--- config.mk ---
export PLATFORM = sky130hd
export DESIGN_NAME = swm_top
export DESIGN_NICKNAME = d
export VERILOG_FILES = /design/src/verilog/swm_pkg.sv /design/src/verilog/swm_strap_if.sv /design/src/verilog/swm_gpio.sv /design/src/verilog/swm_strap.sv /design/src/verilog/swm_top.sv
export SDC_FILE = /design/constraint.sdc
export NUM_CORES = 1
export LEC_CHECK = 0
export BUFFER_PORTS_ARGS = -buffer_cell sky130_fd_sc_hd__buf_2
export CAP_MARGIN = 20
export CORE_MARGIN = 1.5
export CORE_UTILIZATION = 41
export CTS_CLUSTER_DIAMETER = 200
export CTS_CLUSTER_SIZE = 10
export DETAILED_ROUTE_END_ITERATION = 12
export GPL_TIMING_DRIVEN = 0
export PLACE_DENSITY = 0.76
export SYNTH_ARGS = -nofsm -noshare
export SYNTH_HDL_FRONTEND = slang
export SYNTH_SLANG_ARGS = --single-unit
--- constraint.sdc ---
create_clock -name clk_sys -period 0.9 [get_ports clk_sys]
set_input_delay 0.045 -clock clk_sys [delete_from_list [all_inputs] [get_ports clk_sys]]
set_output_delay 0.045 -clock clk_sys [all_outputs]
set_load 0.05 [all_outputs]
--- src/verilog/swm_pkg.sv ---
package swm_pkg;

   // Pin group sizes and positions.
   localparam int NUM_GPIO      = 8;
   localparam int NUM_PORT      = 4;
   localparam int SMB_ADDR_LSB  = 5;
   localparam int SMB_ADDR_W    = 3;
   localparam int DBG_SEL_LSB   = 0;
   localparam int DBG_SEL_W     = 5;

   // Strap levels that select the named function.
   localparam logic EE_LOAD_LEVEL    = 1'b1;
   localparam logic PWRSAV_ON_LEVEL  = 1'b1;
   localparam logic SUBSTATE_LEVEL   = 1'b0;
   localparam logic SMBUS_LEVEL      = 1'b1;
   localparam logic DEBUG_LEVEL      = 1'b0;

   // Constant value driven on the full-scan pin outside manufacturing test.
   localparam logic SCAN_OUT_VAL     = 1'b0;

   // Reset values.
   localparam logic SCAN_OE_RST      = 1'b1;
   localparam logic PIN_OE_RST       = 1'b0;
   localparam logic PIN_OUT_RST      = 1'b0;
   localparam logic STRAP_RST        = 1'b0;

   // Strap sampler states, Gray along wait to run.
   typedef enum logic [1:0] {
      SWM_WAIT = 2'h0,
      SWM_RUN  = 2'h1
   } swm_strap_state_t;

endpackage : swm_pkg

--- src/verilog/swm_strap_if.sv ---
`timescale 1ns/1ps

// Latched strap decisions, passed from the sampler to the pin logic.
interface swm_strap_if;
   logic straps_valid;
   logic eeprom_load_en;
   logic power_save_en;
   logic l1_substate_en;
   logic smbus_mode;
   logic debug_mode;

   modport strap (
      output straps_valid, eeprom_load_en, power_save_en,
      output l1_substate_en, smbus_mode, debug_mode
   );
   modport core (
      input straps_valid, eeprom_load_en, power_save_en,
      input l1_substate_en, smbus_mode, debug_mode
   );
endinterface : swm_strap_if

--- src/verilog/swm_gpio.sv ---
`timescale 1ns/1ps

module swm_gpio
   import swm_pkg::*;
#(
   parameter int N = NUM_GPIO
) (
   input  wire logic                  clk_sys,
   input  wire logic                  resetn,
   input  wire logic [N-1:0]          gpio_in,
   input  wire logic [N-1:0]          gpio_oe_ctrl,
   input  wire logic [N-1:0]          gpio_out_ctrl,
   input  wire logic                  mgmt_bus_in_use,
   swm_strap_if.core                  sif,
   output logic      [N-1:0]          gpio_out,
   output logic      [N-1:0]          gpio_oe,
   output logic      [N-1:0]          gpio_rd,
   output logic      [SMB_ADDR_W-1:0] mgmt_addr_low,
   output logic      [DBG_SEL_W-1:0]  debug_select
);

   typedef struct packed {
      logic [N-1:0]          out;
      logic [N-1:0]          oe;
      logic [N-1:0]          rd;
      logic [SMB_ADDR_W-1:0] addr;
      logic [DBG_SEL_W-1:0]  dsel;
   } swm_gpio_reg_t;

   swm_gpio_reg_t st;
   swm_gpio_reg_t next_st;
   logic [N-1:0]  pin_taken;

   // A pin lent to a secondary function is forced input-only.
   for (genvar i = 0; i < N; i++) begin : g_bit
      assign pin_taken[i] =
         (mgmt_bus_in_use && i >= SMB_ADDR_LSB &&
          i < SMB_ADDR_LSB + SMB_ADDR_W) ||                        // [RULE_05]
         (sif.debug_mode && i >= DBG_SEL_LSB &&
          i < DBG_SEL_LSB + DBG_SEL_W);                            // [RULE_06]
   end

   // Software enables drive only on pins no secondary role claims.
   always_comb begin
      next_st      = st;
      next_st.out  = gpio_out_ctrl;
      next_st.oe   = gpio_oe_ctrl & ~pin_taken;                    // [RULE_04]
      next_st.rd   = gpio_in;
      next_st.addr = mgmt_bus_in_use ?
                     gpio_in[SMB_ADDR_LSB +: SMB_ADDR_W] : st.addr; // [RULE_05]
      next_st.dsel = sif.debug_mode ?
                     gpio_in[DBG_SEL_LSB +: DBG_SEL_W] : '0;       // [RULE_06]
   end

   always_ff @(posedge clk_sys) begin
      if (!resetn) begin
         st <= '0;
      end else begin
         st <= next_st;
      end
   end

   assign gpio_out      = st.out;
   assign gpio_oe       = st.oe;
   assign gpio_rd       = st.rd;
   assign mgmt_addr_low = st.addr;
   assign debug_select  = st.dsel;
endmodule : swm_gpio

--- src/verilog/swm_strap.sv ---
`timescale 1ns/1ps

module swm_strap
   import swm_pkg::*;
(
   input  wire logic clk_sys,
   input  wire logic resetn,
   input  wire logic eeprom_data_strap,
   input  wire logic power_saving_strap,
   input  wire logic substate_or_status_select,
   input  wire logic mgmt_protocol_strap,
   input  wire logic debug_enable_strap,
   swm_strap_if.strap sif
);

   typedef struct packed {
      swm_strap_state_t state;
      logic             valid;
      logic             ee;
      logic             pws;
      logic             l1;
      logic             smb;
      logic             dbg;
   } swm_strap_reg_t;

   swm_strap_reg_t st;
   swm_strap_reg_t next_st;

   // Straps are caught on the first edge after reset release, never under
   // reset itself, and then frozen until the next reset.
   always_comb begin
      next_st = st;
      unique case (st.state)
         SWM_WAIT: begin
            next_st.ee    = (eeprom_data_strap == EE_LOAD_LEVEL);        // [RULE_01]
            next_st.pws   = (power_saving_strap == PWRSAV_ON_LEVEL);     // [RULE_07]
            next_st.l1    = (substate_or_status_select == SUBSTATE_LEVEL); // [RULE_08]
            next_st.smb   = (mgmt_protocol_strap == SMBUS_LEVEL);        // [RULE_09]
            next_st.dbg   = (debug_enable_strap == DEBUG_LEVEL);         // [RULE_10]
            next_st.valid = 1'b1;                                        // [RULE_12]
            next_st.state = SWM_RUN;
         end
         SWM_RUN: begin
            next_st.state = SWM_RUN;                                     // [RULE_12]
         end
         default: begin
            next_st.state = SWM_WAIT;
         end
      endcase
   end

   // Synchronous reset loads constants only.
   always_ff @(posedge clk_sys) begin
      if (!resetn) begin
         st <= '{SWM_WAIT, STRAP_RST, STRAP_RST, STRAP_RST, STRAP_RST,
                 STRAP_RST, STRAP_RST};
      end else begin
         st <= next_st;
      end
   end

   assign sif.straps_valid   = st.valid;
   assign sif.eeprom_load_en = st.ee;
   assign sif.power_save_en  = st.pws;
   assign sif.l1_substate_en = st.l1;
   assign sif.smbus_mode     = st.smb;
   assign sif.debug_mode     = st.dbg;
endmodule : swm_strap

--- src/verilog/swm_top.sv ---
`timescale 1ns/1ps

// Function
// (RULE_01) EEPROM data pin at init: low disables EEPROM load, high enables it.
// (RULE_02) After init, drive EEPROM clock and use data pin bidirectionally.
// (RULE_03) Full-scan pin is an output at 0 except in manufacturing test.
// (RULE_04) Each GPIO is input-only or bidirectional per the enable control.
// (RULE_05) With management bus in use, GPIO 7..5 give address bits 2..0.
// (RULE_06) In debug mode GPIO 4..0 carry the debug selection code.
// (RULE_07) Power saving strap high enables power saving, low disables it.
// (RULE_08) Select strap low enables L1.1 substate; high outputs port status.
// (RULE_09) Protocol strap low selects I2C, high selects SMBus.
// (RULE_10) Debug enable strap high is normal operation, low is debug mode.
// (RULE_11) In substate mode clock request pins gate reference clock and PLL.
// (RULE_12) Straps latch once at reset release and hold until next reset.
// (RULE_13) EEPROM data pin is never driven before its strap is sampled.

module swm_top
   import swm_pkg::*;
#(
   parameter int NGPIO = NUM_GPIO,
   parameter int NPORT = NUM_PORT
) (
   input  wire logic                  clk_sys,
   input  wire logic                  resetn,
   // Straps.
   input  wire logic                  power_saving_strap,
   input  wire logic                  substate_or_status_select,
   input  wire logic                  mgmt_protocol_strap,
   input  wire logic                  debug_enable_strap,
   // Strap decisions for the core.
   output logic                       straps_valid,
   output logic                       eeprom_load_enable,
   output logic                       power_save_enable,
   output logic                       l1_substate_enable,
   output logic                       mgmt_smbus_mode,
   output logic                       debug_mode,
   // EEPROM controller side.
   input  wire logic                  ee_clock_req,
   input  wire logic                  ee_data_req,
   input  wire logic                  ee_drive_req,
   output logic                       ee_data_rd,
   // EEPROM pins.
   output logic                       eeprom_serial_clock,
   input  wire logic                  eeprom_serial_data_in,
   output logic                       eeprom_serial_data_out,
   output logic                       eeprom_serial_data_oe,
   // Full-scan pin.
   input  wire logic                  mfg_test_mode,
   output logic                       scan_enable_out,
   output logic                       scan_enable_oe,
   // General-purpose pins and their control.
   input  wire logic [NGPIO-1:0]      gpio_in,
   output logic      [NGPIO-1:0]      gpio_out,
   output logic      [NGPIO-1:0]      gpio_oe,
   input  wire logic [NGPIO-1:0]      gpio_oe_ctrl,
   input  wire logic [NGPIO-1:0]      gpio_out_ctrl,
   output logic      [NGPIO-1:0]      gpio_rd,
   input  wire logic                  mgmt_bus_in_use,
   output logic      [SMB_ADDR_W-1:0] mgmt_addr_low,
   output logic      [DBG_SEL_W-1:0]  debug_select,
   // Shared clock request / port status pins.
   input  wire logic [NPORT-1:0]      refclk_request_n_in,
   output logic      [NPORT-1:0]      port_state_outputs,
   output logic      [NPORT-1:0]      port_state_oe,
   input  wire logic [NPORT-1:0]      port_status_src,
   output logic      [NPORT-1:0]      refclk_gate_off
);

   swm_strap_if sif ();

   // Strap sampler; the EEPROM data pin doubles as the load strap.
   swm_strap u_strap (
      .clk_sys                   (clk_sys),
      .resetn                    (resetn),
      .eeprom_data_strap         (eeprom_serial_data_in),
      .power_saving_strap        (power_saving_strap),
      .substate_or_status_select (substate_or_status_select),
      .mgmt_protocol_strap       (mgmt_protocol_strap),
      .debug_enable_strap        (debug_enable_strap),
      .sif                       (sif)
   );

   // General-purpose pins with their secondary roles.
   swm_gpio #(
      .N (NGPIO)
   ) u_gpio (
      .clk_sys         (clk_sys),
      .resetn          (resetn),
      .gpio_in         (gpio_in),
      .gpio_oe_ctrl    (gpio_oe_ctrl),
      .gpio_out_ctrl   (gpio_out_ctrl),
      .mgmt_bus_in_use (mgmt_bus_in_use),
      .sif             (sif),
      .gpio_out        (gpio_out),
      .gpio_oe         (gpio_oe),
      .gpio_rd         (gpio_rd),
      .mgmt_addr_low   (mgmt_addr_low),
      .debug_select    (debug_select)
   );

   // Strap decisions leave straight from the sampler's flip-flops.
   assign straps_valid       = sif.straps_valid;
   assign eeprom_load_enable = sif.eeprom_load_en;
   assign power_save_enable  = sif.power_save_en;
   assign l1_substate_enable = sif.l1_substate_en;
   assign mgmt_smbus_mode    = sif.smbus_mode;
   assign debug_mode         = sif.debug_mode;

   typedef struct packed {
      logic             ee_clk;
      logic             ee_out;
      logic             ee_oe;
      logic             ee_rd;
      logic             scan_out;
      logic             scan_oe;
      logic [NPORT-1:0] ps_out;
      logic [NPORT-1:0] ps_oe;
      logic [NPORT-1:0] gate_off;
   } swm_top_reg_t;

   swm_top_reg_t st;
   swm_top_reg_t next_st;
   logic         ee_active;

   // The EEPROM path opens only once the strap is in and asked for loading;
   // this also keeps the data pin quiet while it is still being sampled.
   assign ee_active = sif.straps_valid && sif.eeprom_load_en;

   always_comb begin
      next_st = st;

      // EEPROM clock and data, gated until the strap has been taken.
      next_st.ee_clk = ee_active ? ee_clock_req : PIN_OUT_RST;       // [RULE_02]
      next_st.ee_out = ee_active ? ee_data_req : PIN_OUT_RST;        // [RULE_02]
      next_st.ee_oe  = ee_active && ee_drive_req;                    // [RULE_13]
      next_st.ee_rd  = ee_active ? eeprom_serial_data_in : PIN_OUT_RST;

      // The scan pin is released only for manufacturing test.
      next_st.scan_out = SCAN_OUT_VAL;                               // [RULE_03]
      next_st.scan_oe  = !mfg_test_mode;                             // [RULE_03]

      // Shared pins: clock request inputs or port status outputs. Nothing
      // is driven before the straps settle, so a substate board never sees
      // a contending driver on its request lines.
      next_st.ps_out   = '0;
      next_st.ps_oe    = '0;
      next_st.gate_off = '0;
      if (sif.straps_valid) begin
         if (sif.l1_substate_en) begin
            // A deasserted (high) request stops refclk and PLL.
            next_st.gate_off = refclk_request_n_in;                  // [RULE_11]
         end else begin
            next_st.ps_out = port_status_src;                        // [RULE_08]
            next_st.ps_oe  = '1;                                     // [RULE_08]
         end
      end
   end

   always_ff @(posedge clk_sys) begin
      if (!resetn) begin
         st <= '{PIN_OUT_RST, PIN_OUT_RST, PIN_OE_RST, PIN_OUT_RST,
                 SCAN_OUT_VAL, SCAN_OE_RST, '0, '0, '0};
      end else begin
         st <= next_st;
      end
   end

   assign eeprom_serial_clock    = st.ee_clk;
   assign eeprom_serial_data_out = st.ee_out;
   assign eeprom_serial_data_oe  = st.ee_oe;
   assign ee_data_rd             = st.ee_rd;
   assign scan_enable_out        = st.scan_out;
   assign scan_enable_oe         = st.scan_oe;
   assign port_state_outputs     = st.ps_out;
   assign port_state_oe          = st.ps_oe;
   assign refclk_gate_off        = st.gate_off;
endmodule : swm_top
; Word-level counts from Yosys, hierarchy flattened
; Cells that the tools add are included.
[word_totals]
output_inout_bits = 56
word_cells = 40
regBits = 58
[op_classes]
bitwise_logic = 6
muxes = 2
n_eq_ne = 1
reduce_logical = 10
[ops]
columns = operator, count
row1 = $and 8x8->8, 1
row2 = $mux 8, 1
row3 = $not 8->8, 1
row4 = $reduce_and 2->1, 3
row5 = $not 1->1, 4
row6 = $reduce_and 3->1, 1
row7 = $reduce_or 3->1, 1
row8 = $eq 2x1->1 const B, 1
row9 = $logic_and 1x1->1, 2
row10 = $logic_not 2->1, 1
row11 = $reduce_or 2->1, 1
row12 = $logic_not 1->1, 1
row13 = $mux 1, 1

; Longest topological paths before layout
[logic_depth]
ltp_word = 3
ltp_mapped = 3
mapped_depth_nobuf = 2

; Modules after synthesis
; From an unflattened synthesis, not the netlist that was laid out.
[hier_totals]
hier_cells = 128
hier_area_um2 = 1617.8
[modules_own_cells]
columns = mod, instances, area_per_inst_um2, cells_per_inst
row1 = swm_gpio, 1, 903.4, 71
row2 = swm_top, 1, 460.4, 35
row3 = swm_strap, 1, 254.0, 22

; Worst setup path before layout
; No wires, ideal clock.
[synth_path]
path_type = reg2reg
from = register u_strap.st, in the netlist u_strap.sif.debug_mode
to = register u_gpio.st, in the netlist u_gpio.gpio_oe[0]
setup_time_ns = 0.115
stages_incl_launch_ff = 3
n_path_buf = 0
arrival_time_ns = 1.104
period_less_slack_ns = 1.219
t_required_ns = 0.785
setup_slack_ns = -0.319
cell_sequence = dfxtp_1 > and2b_2 > and2_1
[synth_via]
elab_chain_len = 2
[synth_rtl]
columns = item, line_no
row1 = start: declaration, swm_strap.sv:26  ; swm_strap_reg_t st;
row2 = start signal: assignment, swm_strap.sv:55  ; st <= '{SWM_WAIT, STRAP_RST, STRAP_RST, STRAP_RST, STRAP_RST,
row3 = start signal: assignment, swm_strap.sv:58  ; st <= next_st;
row4 = $not 8->8, swm_gpio.sv:47  ; next_st.oe = gpio_oe_ctrl & ~pin_taken;
row5 = $and 8x8->8, swm_gpio.sv:47
row6 = end signal: assignment, swm_gpio.sv:59  ; st <= next_st;
row7 = end: declaration, swm_gpio.sv:30  ; swm_gpio_reg_t st;
; No other way between the ends.
; A chain may end at the register's enable or synchronous reset.

==> results.cfg <==
[flow_run]
cap_violations = 0

[clocking]
cts.sinks = 53
cts_inserted_buffers = 5
clkLatencyLatePin_ns = 0.30
cts_max_path_buffers = 2
cts-root-buf = clkbuf_8
cts_tree = yes
h-tree-depth = 2
clk_pin_slew_ns = 0.09

[floorplanning]
initial_core_util_pct = 42.8
die-width_um = 65.0
die_area_um2 = 4230
fp-row-count = 22
die_y_um = 65.0
coreArea_um2 = 3690
io_pins = 100

[cells_and_area]
diodes = 0
finalNonFillerCells = 324
synthToLayoutAreaGrowth_pct = 86.0
drive_gt1_share_pct = 50.0
layout.nets = 319

[worst_setup_path]
required_ns = 0.85
cp_slowest_cell = dfxtp_4
worstPathArrival_ns = 0.94
rr_endpoint = u_gpio.gpio_oe[1]$_SDFF_PN0_
critical_path.max_stage_delay_ns = 0.38
timing.rr.start = u_strap.sif.debug_mode$_SDFFE_PN0N_
critical_path_class = flip-flop to output pin
cp_max_fo = 4
crit_chain = buf_6 > buf_8
critPathCaptureType = output pin
startpoint_type = flip-flop
r2r_slack_ns = 0.03
r2r_cells = 2

[yosys]
synth_edf_count = 0
synthArstFlopShare_pct = 0
ys_seq_area_share_pct = 67.2
synth-seq-cells = 53
avgSynthCellArea_um2 = 12.2
synth_warnings = 0
synth_fp_nets = 173
post_synth_num_cell_types = 19
netlist_area_um2 = 1580
synthCells = 129
yosys_most_used_dff = dfxtp_1

[sta]
slew_viol_final = 0
finalSetupViolCount = 4
worst_slack_ns = -0.0827
min_period_ns = 0.983
finalCritPeriodShare_pct = 109
hold_slack_ns = 0.0466
hold_viol_final = 0
rsz0062_at_grt = true
fmaxAchievable_mhz = 1020
clock_skew_ns = 0.00716

[power]
ir_drop_v = 0.00127
p_leak_nw = 1.42
powerDensity_nw_per_um2 = 1740

[hold_path]
hp-class = primary input to flip-flop
hold_end = u_strap.sif.eeprom_load_en$_SDFFE_PN0N_
holdPathStages = 3
min-delay-start = eeprom_serial_data_in

[routing]
first_pass_iters = 4
wire_per_inst_um = 13.8
postRouteAntennaNets = 0
routed_via_density = 4.30
drt-initial-drc-count = 29
via_count = 1392
wirelength_um = 4490
drc = 0

[placement]
dp_cells = 275
gp_congestion = 0.730
place_hpwl_um = 2450
port_buffers = 98

[global_routing]
use_met1_pct = 20.0
grt_pass1_wl_um = 6670
met3_usage_pct = 5.56
grt_use_total_pct = 21.4
first_global_vias = 1485
antenna_found_initial = 0
grt_remaining_overflow = 0
grt_max_degree = 17
use_met2_pct = 43.4
top_usage_layer = met2

[outcome]
status = finished, violations left
violations = setup timing
[layout by cell type (no fill, tap or decap), drive strengths merged]
cell and count:
nor2b 7, buf 103, mux2i 6, a21boi 3
dfxtp 53, and3b 1, and4 1, clkbuf 9
bufinv 1, clkinv 1, inv 1, nand2 3
or2 2, dlygate4sd3 41, and2 35, conb 1
and2b 1, and3 7
[synth_stat cells (all sizes together), types with 2 or more instances]
library cell | number | area, um^2
a21boi | 3 | 26.3
dfxtp | 53 | 1060
nand2 | 3 | 11.3
nor2b | 7 | 46.3
clkbuf | 3 | 15.0
buf | 5 | 37.5
and3 | 7 | 47.5
or2 | 2 | 12.5
mux2i | 6 | 60.1
and2 | 35 | 224
[layout make-up]
cell class | instances | area (um^2)
timing repair buffer | 140 | 1150
sequential | 53 | 1090
fill | 240 | 753
multi-input combinational | 67 | 468
clock buffer | 6 | 72.6
tap | 48 | 60.1
buffer | 7 | 56.3
clock inverter | 2 | 38.8
inverter | 1 | 3.75
[critical path, delay by kind of cell, from the launching register on]
kind / cells / cell delay [ns]
flops: 1 / 0.38
buf+inv: 2 / 0.26
[stage by stage]
| step | setup TNS, ns | power (mW) | util, % | instance area, um^2 | setup slack (ns) |
|---|---|---|---|---|---|
| after floorplan | -0.192 | 3.06 | - | 1600 | -0.0420 |
| after global routing | -0.434 | 5.30 | 79.6 | 2940 | -0.108 |
| after global placement | 0 | 3.28 | 58.4 | 2150 | 0.0373 |
| after detailed placement | 0 | 3.29 | 58.4 | 2150 | 0.00165 |
| after CTS | -0.184 | 5.05 | 76.8 | 2830 | -0.0584 |
| final | -0.286 | 5.11 | 79.6 | 2940 | -0.0827 |
[metal layers]
layer  up-vias  part of all wire (%)
met2        54                    58
met5         -                     0
met3         6                   4.9
met1       642                    36
li1        690                     -
met4         0                   1.4
[how the worst max path moves through the flow]
| stage | from | end | slack, ns | depth (start not counted) |
|---|---|---|---|---|
| detailed placement | u_strap.st[6]$_SDFF_PN0_ | u_strap.sif.debug_mode$_SDFFE_PN0N_ | 0.002 | 3 |
| floorplan | u_strap.sif.debug_mode$_SDFFE_PN0N_ | u_gpio.gpio_oe[0]$_SDFF_PN0_ | -0.04 | 2 |
| global route | port_state_oe[2]$_SDFF_PN0_ | port_state_oe[1] | -0.11 | 2 |
| CTS | port_state_oe[2]$_SDFF_PN0_ | port_state_oe[1] | -0.06 | 2 |
| global placement | u_strap.st[6]$_SDFF_PN0_ | u_strap.sif.debug_mode$_SDFFE_PN0N_ | 0.04 | 3 |
| finish | port_state_oe[2]$_SDFF_PN0_ | port_state_oe[1] | -0.08 | 2 |
[registers in the layout, summed over array words and instances, names as in the netlist, 3 cells and up]
register / cells
refclk_gate_off: 4
u_gpio.gpio_oe: 8
u_gpio.mgmt_addr_low: 3
port_state_outputs: 4
u_gpio.gpio_rd: 8
u_gpio.gpio_out: 8
u_gpio.debug_select: 5
[logic make-up (layout without fill, tap and decap cells)]
family	count (synthesis)	in the layout	synth area share, %
AOI/OAI and AO/OA	3	3	1.67
DFF	53	53	67.2
and+or+nand+nor	57	57	23.5
buffers and inverters	9	156	3.57
muxes	6	6	3.81
other	1	1	0.238
[timing repair]
item	in CTS	in global routing
hold endpoints to repair	43	0
hold buffers	41	0
setup endpoints to repair	56	28
resized for setup	63	27
pin swaps	1	1
buffers inserted	0	1
[power breakdown]
| group | total (mW) | switching (mW) | internal [mW] |
|---|---|---|---|
| combinational | 1.02 | 0.561 | 0.455 |
| sequential | 2.51 | 0.0629 | 2.45 |
| clock | 1.58 | 0.747 | 0.835 |
| total | 5.11 | 1.37 | 3.74 |
Power figures use the tool's default switching activity.
